==> src/qpd_defs.svh <==
// Constants of the quad potentiometer instruction decoder.
`ifndef QPD_DEFS_SVH
`define QPD_DEFS_SVH

// Instruction byte layout, most significant bit first on the link.
`define QPD_INSTR_W      8
`define QPD_OPCODE_W     4
`define QPD_SEL_W        2

// Opcode encodings.
`define QPD_OP_RD_WIPER  4'h9
`define QPD_OP_WR_WIPER  4'hA
`define QPD_OP_RD_DATA   4'hB
`define QPD_OP_WR_DATA   4'hC
`define QPD_OP_XFR_D2W   4'hD
`define QPD_OP_XFR_W2D   4'hE
`define QPD_OP_GXFR_D2W  4'h1
`define QPD_OP_GXFR_W2D  4'h8
`define QPD_OP_INCDEC    4'h2

// Potentiometer geometry.
`define QPD_NUM_POTS     4
`define QPD_WIPER_W      6
`define QPD_WIPER_MAX    6'h3F
`define QPD_WIPER_RST    6'h00
`define QPD_ADDR_W       4
`define QPD_DEPTH        16

// Bit and pot counter figures.
`define QPD_CNT_W        3
`define QPD_LAST_BIT     3'h7
`define QPD_LAST_POT     2'h3

`endif

==> src/qpd_pkg.sv <==
// Types shared by the quad potentiometer instruction decoder.
`include "qpd_defs.svh"

package qpd_pkg;

  typedef struct packed {
    logic [`QPD_OPCODE_W-1:0] opcode;
    logic [`QPD_SEL_W-1:0]    pot;
    logic [`QPD_SEL_W-1:0]    bank;
  } qpd_instr_t;

  typedef logic [`QPD_WIPER_W-1:0] qpd_wiper_t;

  typedef logic [`QPD_NUM_POTS-1:0][`QPD_WIPER_W-1:0] qpd_wipers_t;

  typedef enum logic [3:0] {
    ST_IDLE,
    ST_OPCODE,
    ST_DECODE,
    ST_MEMRD,
    ST_DATAIN,
    ST_READOUT,
    ST_GRD,
    ST_GAPPLY,
    ST_GWR,
    ST_INCDEC,
    ST_DONE
  } qpd_state_t;

endpackage

==> src/qpd_instruction_decoder.sv <==
// Instruction decoder of a quad digital potentiometer with its wiper registers.
`timescale 1ns/100ps
`default_nettype none
`include "qpd_defs.svh"

// Overview of operation
// RULE1 - Four potentiometers, each with wiper register and data registers, picked by pot select.
// RULE2 - Opcode 1001 returns the selected wiper register; bank bits ignored.
// RULE3 - Opcode 1010 loads a master-supplied value into the selected wiper register.
// RULE4 - Opcode 1011 returns the data register picked by pot and bank select.
// RULE5 - Opcode 1100 stores a master-supplied value into the picked data register.
// RULE6 - Opcode 1101 copies the picked data register into that pot's wiper register.
// RULE7 - Opcode 1110 copies the selected wiper register into its bank-selected data register.
// RULE8 - Opcode 0001 copies each pot's bank-selected data register into its wiper register.
// RULE9 - Opcode 1000 copies every wiper register into its bank-selected data register.
// RULE10 - Opcode 0010 enables stepwise increment or decrement of the selected wiper register.
// RULE11 - Don't-care select bits never influence the result.
// RULE12 - Instruction byte is opcode, pot select, bank select, sent most significant first.
// RULE13 - Unassigned opcodes are ignored and change no register.
module qpd_instruction_decoder
  import qpd_pkg::*;
(
  input  wire logic   clk,
  input  wire logic   rst,
  input  wire logic   linkClk,
  input  wire logic   linkFrame,
  input  wire logic   linkDataIn,
  output logic        linkDataOut,
  output logic        linkDataOe,
  output qpd_wipers_t wiperPos,
  output logic        busy
);

  ////////////////////////////////////////////////////////////////////////////////
  // Link input synchronisers and edge detection.

  logic [2:0] sync1_q;
  logic [2:0] sync2_q;
  logic       clkPrev_q;
  logic       clkS;
  logic       frameS;
  logic       dataS;
  logic       clkRise;
  logic       clkFall;

  always_ff @(posedge clk) begin
    if (rst) begin
      sync1_q   <= 3'h0;
      sync2_q   <= 3'h0;
      clkPrev_q <= 1'b0;
    end else begin
      sync1_q   <= {linkDataIn, linkFrame, linkClk};
      sync2_q   <= sync1_q;
      clkPrev_q <= sync2_q[0];
    end
  end

  assign clkS    = sync2_q[0];
  assign frameS  = sync2_q[1];
  assign dataS   = sync2_q[2];
  assign clkRise = clkS & ~clkPrev_q;
  assign clkFall = ~clkS & clkPrev_q;

  ////////////////////////////////////////////////////////////////////////////////
  // Decoder state.

  qpd_state_t              state_q;
  qpd_state_t              state_d;
  qpd_instr_t              instr_q;
  qpd_instr_t              instr_d;
  logic [`QPD_CNT_W-1:0]   cnt_q;
  logic [`QPD_CNT_W-1:0]   cnt_d;
  logic [`QPD_INSTR_W-1:0] shift_q;
  logic [`QPD_INSTR_W-1:0] shift_d;
  logic [`QPD_INSTR_W-1:0] out_q;
  logic [`QPD_INSTR_W-1:0] out_d;
  logic                    dout_q;
  logic                    dout_d;
  logic [`QPD_SEL_W-1:0]   idx_q;
  logic [`QPD_SEL_W-1:0]   idx_d;
  qpd_wipers_t             wiper_q;
  qpd_wipers_t             wiper_d;

  logic                    memWrEn;
  logic [`QPD_ADDR_W-1:0]  memWrAddr;
  qpd_wiper_t              memWrData;
  logic [`QPD_ADDR_W-1:0]  memRdAddr;
  qpd_wiper_t              memRdData;
  logic [`QPD_INSTR_W-1:0] nextByte;

  assign nextByte = {shift_q[`QPD_INSTR_W-2:0], dataS};

  always_comb begin
    state_d   = state_q;
    instr_d   = instr_q;
    cnt_d     = cnt_q;
    shift_d   = shift_q;
    out_d     = out_q;
    dout_d    = dout_q;
    idx_d     = idx_q;
    wiper_d   = wiper_q;
    memWrEn   = 1'b0;
    memWrAddr = {idx_q, instr_q.bank};
    memWrData = wiper_q[idx_q];
    memRdAddr = {instr_q.pot, instr_q.bank};
    case (state_q)
      ST_IDLE: begin
        cnt_d  = 3'h0;
        dout_d = 1'b0;
        if (frameS) begin
          state_d = ST_OPCODE;
        end
      end
      ST_OPCODE: begin
        if (!frameS) begin
          state_d = ST_IDLE;
        end else if (clkRise) begin
          shift_d = nextByte;
          cnt_d   = cnt_q + 3'h1;
          if (cnt_q == `QPD_LAST_BIT) begin
            instr_d = qpd_instr_t'(nextByte); // [RULE12]
            state_d = ST_DECODE;
          end
        end
      end
      ST_DECODE: begin
        cnt_d = 3'h0;
        idx_d = 2'h0;
        case (instr_q.opcode)
          `QPD_OP_RD_WIPER: begin
            out_d   = {2'h0, wiper_q[instr_q.pot]}; // [RULE2] [RULE11]
            state_d = ST_READOUT;
          end
          `QPD_OP_WR_WIPER: begin
            state_d = ST_DATAIN; // [RULE3]
          end
          `QPD_OP_WR_DATA: begin
            state_d = ST_DATAIN; // [RULE5]
          end
          `QPD_OP_RD_DATA: begin
            state_d = ST_MEMRD; // [RULE4]
          end
          `QPD_OP_XFR_D2W: begin
            state_d = ST_MEMRD; // [RULE6]
          end
          `QPD_OP_XFR_W2D: begin
            memWrEn   = 1'b1; // [RULE7]
            memWrAddr = {instr_q.pot, instr_q.bank};
            memWrData = wiper_q[instr_q.pot];
            state_d   = ST_DONE;
          end
          `QPD_OP_GXFR_D2W: begin
            state_d = ST_GRD; // [RULE8]
          end
          `QPD_OP_GXFR_W2D: begin
            state_d = ST_GWR; // [RULE9]
          end
          `QPD_OP_INCDEC: begin
            state_d = ST_INCDEC; // [RULE10]
          end
          default: begin
            state_d = ST_DONE; // [RULE13]
          end
        endcase
      end
      ST_MEMRD: begin
        // Read data from the store is valid in this cycle.
        if (instr_q.opcode == `QPD_OP_RD_DATA) begin
          out_d   = {2'h0, memRdData}; // [RULE4]
          state_d = ST_READOUT;
        end else begin
          wiper_d[instr_q.pot] = memRdData; // [RULE6]
          state_d              = ST_DONE;
        end
      end
      ST_DATAIN: begin
        // A frame that ends before the value byte is complete changes nothing.
        if (!frameS) begin
          state_d = ST_IDLE;
        end else if (clkRise) begin
          shift_d = nextByte;
          cnt_d   = cnt_q + 3'h1;
          if (cnt_q == `QPD_LAST_BIT) begin
            state_d = ST_DONE;
            if (instr_q.opcode == `QPD_OP_WR_WIPER) begin
              wiper_d[instr_q.pot] = nextByte[`QPD_WIPER_W-1:0]; // [RULE3] [RULE11]
            end else begin
              memWrEn   = 1'b1; // [RULE5]
              memWrAddr = {instr_q.pot, instr_q.bank};
              memWrData = nextByte[`QPD_WIPER_W-1:0];
            end
          end
        end
      end
      ST_READOUT: begin
        // Bits change on the falling link edge so the master samples them stable.
        if (!frameS) begin
          state_d = ST_IDLE;
        end else if (clkFall) begin
          dout_d = out_q[`QPD_INSTR_W-1];
          out_d  = {out_q[`QPD_INSTR_W-2:0], 1'b0};
        end
      end
      ST_GRD: begin
        memRdAddr = {idx_q, instr_q.bank}; // [RULE8] [RULE11]
        state_d   = ST_GAPPLY;
      end
      ST_GAPPLY: begin
        wiper_d[idx_q] = memRdData; // [RULE8]
        idx_d          = idx_q + 2'h1;
        state_d        = (idx_q == `QPD_LAST_POT) ? ST_DONE : ST_GRD;
      end
      ST_GWR: begin
        memWrEn = 1'b1; // [RULE9] [RULE11]
        idx_d   = idx_q + 2'h1;
        if (idx_q == `QPD_LAST_POT) begin
          state_d = ST_DONE;
        end
      end
      ST_INCDEC: begin
        // Each link bit steps the wiper one tap; the ends saturate.
        if (!frameS) begin
          state_d = ST_IDLE;
        end else if (clkRise) begin
          if (dataS && (wiper_q[instr_q.pot] != `QPD_WIPER_MAX)) begin
            wiper_d[instr_q.pot] = wiper_q[instr_q.pot] + 6'h01; // [RULE10]
          end else if (!dataS && (wiper_q[instr_q.pot] != `QPD_WIPER_RST)) begin
            wiper_d[instr_q.pot] = wiper_q[instr_q.pot] - 6'h01; // [RULE10]
          end
        end
      end
      ST_DONE: begin
        // Extra bits in the same frame are ignored until the frame ends.
        if (!frameS) begin
          state_d = ST_IDLE;
        end
      end
      default: begin
        state_d = ST_IDLE;
      end
    endcase
  end

  always_ff @(posedge clk) begin
    if (rst) begin
      state_q <= ST_IDLE;
      instr_q <= qpd_instr_t'(8'h00);
      cnt_q   <= 3'h0;
      shift_q <= 8'h00;
      out_q   <= 8'h00;
      dout_q  <= 1'b0;
      idx_q   <= 2'h0;
      wiper_q <= '0; // [RULE1]
    end else begin
      state_q <= state_d;
      instr_q <= instr_d;
      cnt_q   <= cnt_d;
      shift_q <= shift_d;
      out_q   <= out_d;
      dout_q  <= dout_d;
      idx_q   <= idx_d;
      wiper_q <= wiper_d;
    end
  end

  ////////////////////////////////////////////////////////////////////////////////
  // Data register store and outputs.

  qpd_data_mem u_data_mem (
    .clk    (clk),
    .rst    (rst),
    .wrEn   (memWrEn),
    .wrAddr (memWrAddr),
    .wrData (memWrData),
    .rdAddr (memRdAddr),
    .rdData (memRdData)
  );

  assign linkDataOut = dout_q;
  assign linkDataOe  = (state_q == ST_READOUT);
  assign wiperPos    = wiper_q;
  assign busy        = (state_q == ST_DECODE) || (state_q == ST_MEMRD) ||
                       (state_q == ST_GRD) || (state_q == ST_GAPPLY) ||
                       (state_q == ST_GWR);

endmodule

`default_nettype wire

==> src/qpd_data_mem.sv <==
// Data register store: four banks for each of four potentiometers.
`timescale 1ns/100ps
`default_nettype none
`include "qpd_defs.svh"

module qpd_data_mem
  import qpd_pkg::*;
(
  input  wire logic                    clk,
  input  wire logic                    rst,
  input  wire logic                    wrEn,
  input  wire logic [`QPD_ADDR_W-1:0]  wrAddr,
  input  wire qpd_wiper_t              wrData,
  input  wire logic [`QPD_ADDR_W-1:0]  rdAddr,
  output qpd_wiper_t                   rdData
);

  // The array models stored cells, so it keeps its contents over reset.
  qpd_wiper_t mem_q [`QPD_DEPTH];
  qpd_wiper_t rdData_q;

  always_ff @(posedge clk) begin
    if (wrEn) begin
      mem_q[wrAddr] <= wrData;
    end
  end

  always_ff @(posedge clk) begin
    if (rst) begin
      rdData_q <= `QPD_WIPER_RST;
    end else begin
      rdData_q <= mem_q[rdAddr];
    end
  end

  assign rdData = rdData_q;

endmodule

`default_nettype wire

==> config.mk <==
export PLATFORM = sky130hd
export DESIGN_NAME = qpd_instruction_decoder
export DESIGN_NICKNAME = d
export VERILOG_FILES = /design/src/qpd_pkg.sv /design/src/qpd_instruction_decoder.sv /design/src/qpd_data_mem.sv
export VERILOG_INCLUDE_DIRS = /design/src
export SDC_FILE = /design/constraint.sdc
export NUM_CORES = 1
export LEC_CHECK = 0
export ABC_AREA = 1
export BUFFER_PORTS_ARGS = -buffer_cell sky130_fd_sc_hd__buf_2
export CORE_MARGIN = 1
export CORE_UTILIZATION = 60
export DETAILED_ROUTE_END_ITERATION = 7
export PLACE_DENSITY = 0.78
export SLEW_MARGIN = 10
export SYNTH_ARGS = -nofsm -noshare
export SYNTH_HDL_FRONTEND = slang
export SYNTH_SLANG_ARGS = --single-unit
==> constraint.sdc <==
create_clock -name clk -period 2.9 [get_ports clk]
set_clock_uncertainty 0.15 [all_clocks]
set_input_delay 0.58 -clock clk [delete_from_list [all_inputs] [get_ports clk]]
set_output_delay 0.58 -clock clk [all_outputs]
set_load 0.05 [all_outputs]
==> results of run 1 <==
## per-layer routing
layer  track usage  wire length [um]  vias up
li1              -                 -     4006
met1         0.511             11400     4056
met2         0.553             12400      567
met3        0.0868              3230      101
met4         0.137               953        0
met5             0                 0        -
## cell type report
type | count | area (um2) | share of cell area
inverter | 123 | 470 | 0.0462
clock buffer | 18 | 429 | 0.0422
multi-input combinational | 802 | 4020 | 0.395
tap | 184 | 230 | 0.0226
timing repair buffer | 87 | 576 | 0.0566
clock inverter | 14 | 168 | 0.0165
sequential | 166 | 4290 | 0.421
## worst max-delay path: stages, from the launching register on
cell and delay (ns):
dfxtp_1 0.34, ha_1 0.15, ha_1 0.13, inv_1 0.04, nor2_1 0.09, inv_1 0.06
nor2_1 0.14, nand3_1 0.12, nand2_1 0.17, inv_1 0.16, nand2_1 0.18, nand2_1 0.16
nor2_1 0.53
## how the worst min path moves through the flow
| stage | start | to | depth (start not counted) |
|---|---|---|---|
| 3_3_place_gp | sync1_q[2] | sync2_q[2] | 2 |
| 4_1_cts | linkClk | sync1_q[0] | 3 |
| 5_1_grt | linkClk | sync1_q[0] | 3 |
| 6_report | linkFrame | sync1_q[1] | 3 |
| 2_1_floorplan | sync1_q[0] | sync2_q[0] | 2 |
| 3_5_place_dp | sync1_q[1] | sync2_q[1] | 2 |
## kinds of logic (layout without fill, tap and decap cells)
kind of cell,after synthesis,count (layout),synth area share
xor gates and xnor gates,2,2,0.00195
and+or+nand+nor,509,509,0.250
DFF,166,166,0.477
buffers and inverters,167,242,0.0758
adders and majority gates,9,9,0.0125
AOI/OAI and AO/OA,282,282,0.183
## power by group through the flow
stage	Sequential [mW]	Clock [mW]	Combinational [mW]
floorplan	2.55	0	0.0941
global placement	2.55	0	0.145
detailed placement	2.55	0	0.146
CTS	2.50	2.33	0.147
global route	2.50	2.42	0.162
finish	2.50	2.33	0.150
## synthesized netlist by cell type (9+ instances only)
library cell  instances
a21oi_1             113
nand3_1              96
ha_1                  9
edfxtp_1             96
inv_1               109
nor2_1              122
a211oi_1              9
clkbuf_1             29
dfxtp_1              70
inv_2                 9
a22oi_1              40
nand2_1             248
o21ai_0              83
o211ai_1             10
## per-stage QoR
stage	utilization	cells
floorplan	-	1135
global placement	0.656	1362
detailed placement	0.656	1362
CTS	0.697	1394
global route	0.697	1394
finish	0.697	1394
## timing repair
action | 4_1_cts | 5_1_grt
hold endpoints to repair | 0 | 0
resized for setup | 0 | 1
setup endpoints to repair | 0 | 24
==> results.sh, run 1 <==
export IMPL_hold_viol_final=0
export IMPL_path_class="flip-flop to flip-flop"
export IMPL_place_ws_ns=0.149
export IMPL_root_buffer="clkbuf_16"
export IMPL_synth_area_per_cell_um2=7.91
export IMPL_placed_area_mm2=0.00958
export IMPL_cts_clk_slew_worst_paths_ns=0.06
export IMPL_ant_nets=0
export IMPL_insertion_delay_ns=0.45
export IMPL_layout_setup_ws_ns=0.132
export IMPL_area_growth_pct=13.3
export IMPL_overflow=0
export IMPL_io_buffers=31
export IMPL_drive_above_1_share=0.133
export IMPL_final_common_cell="nand2_1"
export IMPL_r2r_slack_ns=0.13
export IMPL_cp_startpoint="cnt_q[0]"
export IMPL_power_frac_seq=0.502
export IMPL_hold_ws_ns=0.190
export IMPL_final_cell_mix="nand2_1, nor2_1, a21oi_1, inv_1"
export IMPL_yosysWarnings=0
export IMPL_row_count=44
export IMPL_internal_power_mw=3.82
export IMPL_diodes=0
export IMPL_rsz0062_at_grt="no"
export IMPL_core_area_mm2=0.0146
export IMPL_powerDensity_mw_per_mm2=489
export IMPL_final_nets=1211
export IMPL_synth_largest_area_cell="edfxtp_1"
export IMPL_grt_usage=0.366
export IMPL_worst_pin_slew_ns=0.622
export IMPL_path_max_fanout=7
export IMPL_finalPower_mw=4.97
export IMPL_slew_headroom=0.584
export IMPL_r2r_start="cnt_q[0]"
export IMPL_place_gp_congestion=1.02
export IMPL_hold_class="primary input to flip-flop"
export IMPL_async_reset_ff_frac=0
export IMPL_period_needed_ns=2.77
export IMPL_floorplan_io_pins=32
export IMPL_synth_cells=1135
export IMPL_floorplan_initialDensity=0.616
export IMPL_grt_pass1_vias=7920
export IMPL_cellLeakagePower_nw=4.17
export IMPL_syn_area_mm2=0.00898
export IMPL_combPwrFrac=0.030
export IMPL_cts_tree="done"
export IMPL_antenna_found_initial=0
export IMPL_wl_per_cell_um=20.1
export IMPL_max_freq_mhz=361
export IMPL_drtIter0Drc=1209
export IMPL_first_pass_iters=6
export IMPL_drv_cap=0
export IMPL_viasPerCell=6.26
export IMPL_die_y_um=124
export IMPL_syn_nets=1149
export IMPL_cts_path_max_buffers=2
export IMPL_drv_slew=0
export IMPL_drc=0
export IMPL_ys_types=43
export IMPL_hold_buffers=0
export IMPL_yosysTopAreaCellShare=0.321
export IMPL_cts_setup_buffers=0
export IMPL_grt_pass1_wl_um=43200
export IMPL_setup_viol=0
export IMPL_fill_cells=1191
export IMPL_dp_final_hpwl_um=19600
export IMPL_p_switching_mw=1.16
export IMPL_grt_max_degree=44
export IMPL_dieWidth_um=124
export IMPL_numCtsBuffers=17
export IMPL_r2r_end="u_data_mem.mem_q[7][0]"
export IMPL_critPathLaunchType="flip-flop"
export IMPL_synth_seq_area_share=0.477
export IMPL_final_cell_area_mm2=0.0102
export IMPL_vias=8730
export IMPL_r2r_cells=12
export IMPL_synth_seq_cells=166
export IMPL_synth_ff_type="edfxtp_1"
export IMPL_numClockSinks=166
export IMPL_synth_edf_count=96
export IMPL_peakVddDrop_mv=0.547
export IMPL_synth_area_leaders="edfxtp_1, dfxtp_1, nand2_1"
export IMPL_p_sw_frac=0.233
export IMPL_post_route_period_util=0.955
export IMPL_cts_htree_levels=4
export IMPL_drt_total_wl_um=28000
export IMPL_clockPowerShare=0.468
export IMPL_critical_path_arrival_ns=2.70
export IMPL_status="finished clean"
export IMPL_finalSetupTns_ns=0
export IMPL_dieArea_mm2=0.0155
export IMPL_endpoint_kind="flip-flop"
export IMPL_crit_end="u_data_mem.mem_q[7][0]"
export IMPL_crit_required_ns=2.83
Power figures use the tool's default switching activity.
==> inputs of run 2 (changes only) <==
--- a/config.mk
+++ b/config.mk
@@ -12,6 +12,7 @@
 export CORE_UTILIZATION = 60
 export DETAILED_ROUTE_END_ITERATION = 7
 export PLACE_DENSITY = 0.78
+export REMOVE_ABC_BUFFERS = 1
 export SLEW_MARGIN = 10
 export SYNTH_ARGS = -nofsm -noshare
 export SYNTH_HDL_FRONTEND = slang
==> run 2 against run 1 <==
Net effect:
- combinational power barely moved
- via count down 1.1%
- die area unchanged
- cell area is essentially flat
- worst hold slack improved by 0.0059 ns
- clock-buffer cell count is 5 higher
- cell count shrank 0.22%
- first-iteration DRC count rose by 10%
- routed wire length fell by 1.5%
- register-to-register slack better by 0.09 ns
- critical path depth stayed put
==> results.sh, run 2 (synthesis results as in run 1) <==
export IMPL_hold_class="primary input to flip-flop"
export IMPL_clockPowerShare=0.469
export IMPL_insertion_delay_ns=0.44
export IMPL_peakVddDrop_mv=0.404
export IMPL_drt_total_wl_um=27600
export IMPL_internal_power_mw=3.84
export IMPL_grt_max_degree=44
export IMPL_wl_per_cell_um=19.8
export IMPL_numCtsBuffers=17
export IMPL_cp_cell_sequence="ha_1, ha_1, inv_1, nor2_1, inv_1, nor2_1, nand3_1, nand2_1, inv_1, nand2_1, nand2_1, nor2_1"
export IMPL_power_frac_seq=0.501
export IMPL_crit_family="simple AND/OR/NAND/NOR gates"
export IMPL_dieArea_mm2=0.0155
export IMPL_cts_htree_levels=4
export IMPL_drive_above_1_share=0.133
export IMPL_cts_path_max_buffers=2
export IMPL_path_class="flip-flop to flip-flop"
export IMPL_root_buffer="clkbuf_16"
export IMPL_drc=0
export IMPL_period_needed_ns=2.68
export IMPL_numClockSinks=166
export IMPL_row_count=44
export IMPL_io_buffers=31
export IMPL_cts_clk_slew_worst_paths_ns=0.07
export IMPL_p_switching_mw=1.15
export IMPL_cts_setup_buffers=0
export IMPL_cellLeakagePower_nw=4.16
export IMPL_dieWidth_um=124
export IMPL_viasPerCell=6.20
export IMPL_status="finished clean"
export IMPL_place_gp_congestion=1.02
export IMPL_grt_pass1_wl_um=43300
export IMPL_floorplan_initialDensity=0.616
export IMPL_critical_path_arrival_ns=2.60
export IMPL_antenna_found_initial=0
export IMPL_slew_headroom=0.604
export IMPL_cts_tree="done"
export IMPL_overflow=0
export IMPL_powerDensity_mw_per_mm2=490
export IMPL_post_route_period_util=0.923
export IMPL_critPathLaunchType="flip-flop"
export IMPL_core_area_mm2=0.0146
export IMPL_vias=8631
export IMPL_finalPower_mw=4.99
export IMPL_final_cell_mix="nand2_1, nor2_1, a21oi_1, inv_1"
export IMPL_max_freq_mhz=373
export IMPL_diodes=0
export IMPL_worst_pin_slew_ns=0.592
export IMPL_drv_slew=0
export IMPL_grt_usage=0.364
export IMPL_crit_buf_inv=3
export IMPL_final_nets=1208
export IMPL_setup_viol=0
export IMPL_multi_input_area_mm2=0.00402
export IMPL_hold_buffers=0
export IMPL_cts_resized=0
export IMPL_path_max_fanout=7
export IMPL_rsz0062_at_grt="no"
export IMPL_fin_util=0.698
export IMPL_p_sw_frac=0.231
export IMPL_dp_final_hpwl_um=19300
export IMPL_fill_cells=1215
export IMPL_combPwrFrac=0.029
export IMPL_crit_required_ns=2.82
export IMPL_die_y_um=124
export IMPL_hold_viol_final=0
export IMPL_drtIter0Drc=1333
export IMPL_ant_nets=0
export IMPL_floorplan_io_pins=32
export IMPL_slowest_delay_ns=0.50
export IMPL_final_common_cell="nand2_1"
export IMPL_drv_cap=0
export IMPL_first_pass_iters=7
export IMPL_area_growth_pct=13.4
export IMPL_slowest_stage="nor2_1"
export IMPL_seq_area_mm2=0.00429
export IMPL_endpoint_kind="flip-flop"
export IMPL_grt_pass1_vias=7945
[run 2: changes by cell type in the layout (fill, tap and decap cells not counted), sizes merged]
cell / previous run / this run
clkbuf: 18 / 23
bufinv: 2 / 0
clkinvlp: 1 / 0
buf: 87 / 84
clkinv: 10 / 7
inv: 124 / 125
[run 2: final timing paths]
kind / start / endpoint / slack, ns / cells past startpoint
max: cnt_q[1] / u_data_mem.mem_q[3][2] / 0.22 / 12
min: linkFrame / sync1_q[1] / 0.20 / 3
max reg2reg: cnt_q[1] / u_data_mem.mem_q[3][2] / 0.22 / 12
min reg2reg: sync1_q[0] / sync2_q[0] / 0.25 / 2
[run 2: power by group through the flow]
stage / registers (mW) / logic, mW / clock network (mW)
floorplan: 2.55 / 0.0864 / 0
global placement: 2.55 / 0.142 / 0
detailed placement: 2.55 / 0.144 / 0
CTS: 2.50 / 0.145 / 2.36
global route: 2.50 / 0.162 / 2.44
finish: 2.50 / 0.147 / 2.34
[run 2: worst reg2reg max path: cells and delay by family, from the launching register on]
| family | cells | cell delay (ns) |
|---|---|---|
| fa+ha+maj | 2 | 0.28 |
| buf+inv | 3 | 0.22 |
| flops | 1 | 0.33 |
| simple gates | 7 | 1.32 |
[run 2: layout make-up]
class	count	area share
Multi-Input combinational cell	802	0.395
Sequential cell	166	0.421
Timing Repair Buffer	84	0.0543
Clock inverter	9	0.00946
Inverter	123	0.0462
Clock buffer	23	0.0512
Tap cell	184	0.0226
[run 2: through the flow]
step / instance area, um2 / hold slack, ns / cells / setup WS [ns] / TNS (ns)
4_1_cts: 10200 / 0.194 / 1391 / 0.231 / 0
2_1_floorplan: 8770 / 0.238 / 1091 / -0.0711 / -0.0746
3_5_place_dp: 9550 / 0.243 / 1359 / 0.242 / 0
5_1_grt: 10200 / 0.210 / 1391 / 0.0000604 / 0
6_report: 10200 / 0.196 / 1391 / 0.222 / 0
3_3_place_gp: 9550 / 0.239 / 1359 / 0.302 / 0
[run 2: routing by layer]
metal | wire (um) | global-route usage | vias up
met2 | 12300 | 0.556 | 556
met1 | 11000 | 0.509 | 3978
met3 | 3210 | 0.0649 | 94
li1 | - | - | 4003
met5 | 0 | 0 | -
met4 | 1010 | 0.154 | 0
==> inputs of run 3 (changes only) <==
==> constraint.sdc (replaced) <==
create_clock -name clk -period 2.9 [get_ports clk]
set_clock_uncertainty 0.15 [all_clocks]
set_input_delay 0.58 -clock clk [delete_from_list [all_inputs] [get_ports clk]]
set_output_delay 0.58 -clock clk [all_outputs]
set_load 0.1 [all_outputs]
==> run 3 against run 2 <==
Net effect:
- maximum frequency fell by 1.7%
- die area did not move
- flip-flop and latch count did not move
- cell area fell by 0.66%
- clock power fell by 8%
- combinational power rose by 9%
- critical path depth did not move
- total power fell by 3.4%
- sequential power barely moved
- non-clock buffer count fell by 2
- highest routed layer unchanged
==> results.sh, run 3 (synthesis results as in run 1) <==
export IMPL_layout_setup_ws_ns=0.177
export IMPL_critical_path_arrival_ns=2.65
export IMPL_cts_path_max_buffers=2
export IMPL_hold_buffers=0
export IMPL_drv_cap=0
export IMPL_numClockSinks=166
export IMPL_cts_htree_levels=4
export IMPL_dieWidth_um=124
export IMPL_setup_viol=0
export IMPL_area_growth_pct=12.6
export IMPL_worst_pin_slew_ns=0.625
export IMPL_first_pass_iters=6
export IMPL_row_count=44
export IMPL_cts_tree="done"
export IMPL_final_nets=1206
export IMPL_slowest_stage="nor2_1"
export IMPL_viasPerCell=6.18
export IMPL_drive_above_1_share=0.132
export IMPL_cp_cell_sequence="ha_1, ha_1, inv_1, nor2_1, inv_1, nor2_1, nand3_1, nand2_1, o21ai_0, inv_1, nand2_1, nor2_1"
export IMPL_crit_family="simple AND/OR/NAND/NOR gates"
export IMPL_dieArea_mm2=0.0155
export IMPL_place_inst=1357
export IMPL_post_route_period_util=0.939
export IMPL_io_buffers=31
export IMPL_floorplan_io_pins=32
export IMPL_finalPower_mw=4.82
export IMPL_slowest_delay_ns=0.47
export IMPL_core_area_mm2=0.0146
export IMPL_max_freq_mhz=367
export IMPL_cellLeakagePower_nw=4.12
export IMPL_numCtsBuffers=17
export IMPL_insertion_delay_ns=0.44
export IMPL_drtIter0Drc=1053
export IMPL_rsz0062_at_grt="no"
export IMPL_powerDensity_mw_per_mm2=476
export IMPL_dp_final_hpwl_um=19400
export IMPL_path_class="flip-flop to flip-flop"
export IMPL_hold_ws_ns=0.199
export IMPL_hold_viol_final=0
export IMPL_final_cell_mix="nand2_1, nor2_1, a21oi_1, inv_1"
export IMPL_path_max_fanout=6
export IMPL_hold_class="primary input to flip-flop"
export IMPL_endpoint_kind="flip-flop"
export IMPL_vias=8586
export IMPL_slew_headroom=0.582
export IMPL_drv_slew=0
export IMPL_grt_usage=0.361
export IMPL_wl_per_cell_um=19.8
export IMPL_die_y_um=124
export IMPL_floorplan_initialDensity=0.616
export IMPL_crit_required_ns=2.82
export IMPL_overflow=0
export IMPL_place_gp_congestion=0.974
export IMPL_final_common_cell="nand2_1"
export IMPL_peakVddDrop_mv=0.465
export IMPL_period_needed_ns=2.72
export IMPL_root_buffer="clkbuf_16"
export IMPL_fill_cells=1215
export IMPL_finalSetupTns_ns=0
export IMPL_place_ws_ns=0.207
export IMPL_status="finished clean"
export IMPL_cts_clk_slew_worst_paths_ns=0.06
export IMPL_critPathLaunchType="flip-flop"
export IMPL_grt_pass1_vias=7720
export IMPL_fin_cells=1389
export IMPL_antenna_found_initial=0
export IMPL_diodes=0
export IMPL_grt_pass1_wl_um=42500
export IMPL_crit_buf_inv=3
export IMPL_drc=0
export IMPL_ant_nets=0
export IMPL_grt_max_degree=44
export IMPL_drt_total_wl_um=27500
## run 3: cell types whose count changed in the layout (fill, tap and decap cells not counted), moves of 2 or more
cell	delta
clkbuf_16	-3
buf_4	-2
clkinv_1	+3
inv_6	+2
clkbuf_1	-2
## run 3: final timing paths
kind / end / cells after the start / from / slack [ns]
worst max-delay path: u_data_mem.mem_q[6][0] / 12 / cnt_q[0] / 0.18
worst min register to register: sync2_q[1] / 2 / sync1_q[1] / 0.26
worst max register to register: u_data_mem.mem_q[6][0] / 12 / cnt_q[0] / 0.18
worst min-delay path: sync1_q[0] / 3 / linkClk / 0.20
## run 3: layout make-up
cell class | instances | area (um2) | area share
Inverter | 123 | 470 | 0.0465
Tap cell | 184 | 230 | 0.0228
Sequential cell | 166 | 4290 | 0.424
Multi-Input combinational cell | 802 | 4030 | 0.398
Timing Repair Buffer | 82 | 538 | 0.0532
Clock buffer | 17 | 425 | 0.0421
Clock inverter | 15 | 138 | 0.0136
## run 3: where the power goes
part / internal [mW] / switching, mW / total [mW]
clock: 1.13 / 1.03 / 2.16
combinational: 0.0390 / 0.121 / 0.160
sequential: 2.48 / 0.0150 / 2.50
total: 3.65 / 1.17 / 4.82
## run 3: worst min-delay path: cells and delay by family
kind | cells | cell delay [ns]
and+or+nand+nor | 1 | 0.06
buffers and inverters | 2 | 0.10
## run 3: repair_timing
item / 4_1_cts / 5_1_grt
gates resized for setup: 0 / 5
setup endpoints to repair: 0 / 22
hold endpoints to repair: 0 / 0
buffers inserted: 0 / 0
## run 3: routing by layer
layer / global-route usage / wire, um / part of all wire
met5: 0 / 0 / 0
met3: 0.0636 / 3050 / 0.11
met1: 0.529 / 11600 / 0.42
met4: 0.137 / 907 / 0.033
met2: 0.532 / 12000 / 0.43
## run 3: metrics by stage
step,utilization,area [um2]
after global routing,0.693,10100
after floorplan,-,8770
after detailed placement,0.654,9540
final,0.693,10100
after global placement,0.654,9540
after CTS,0.692,10100
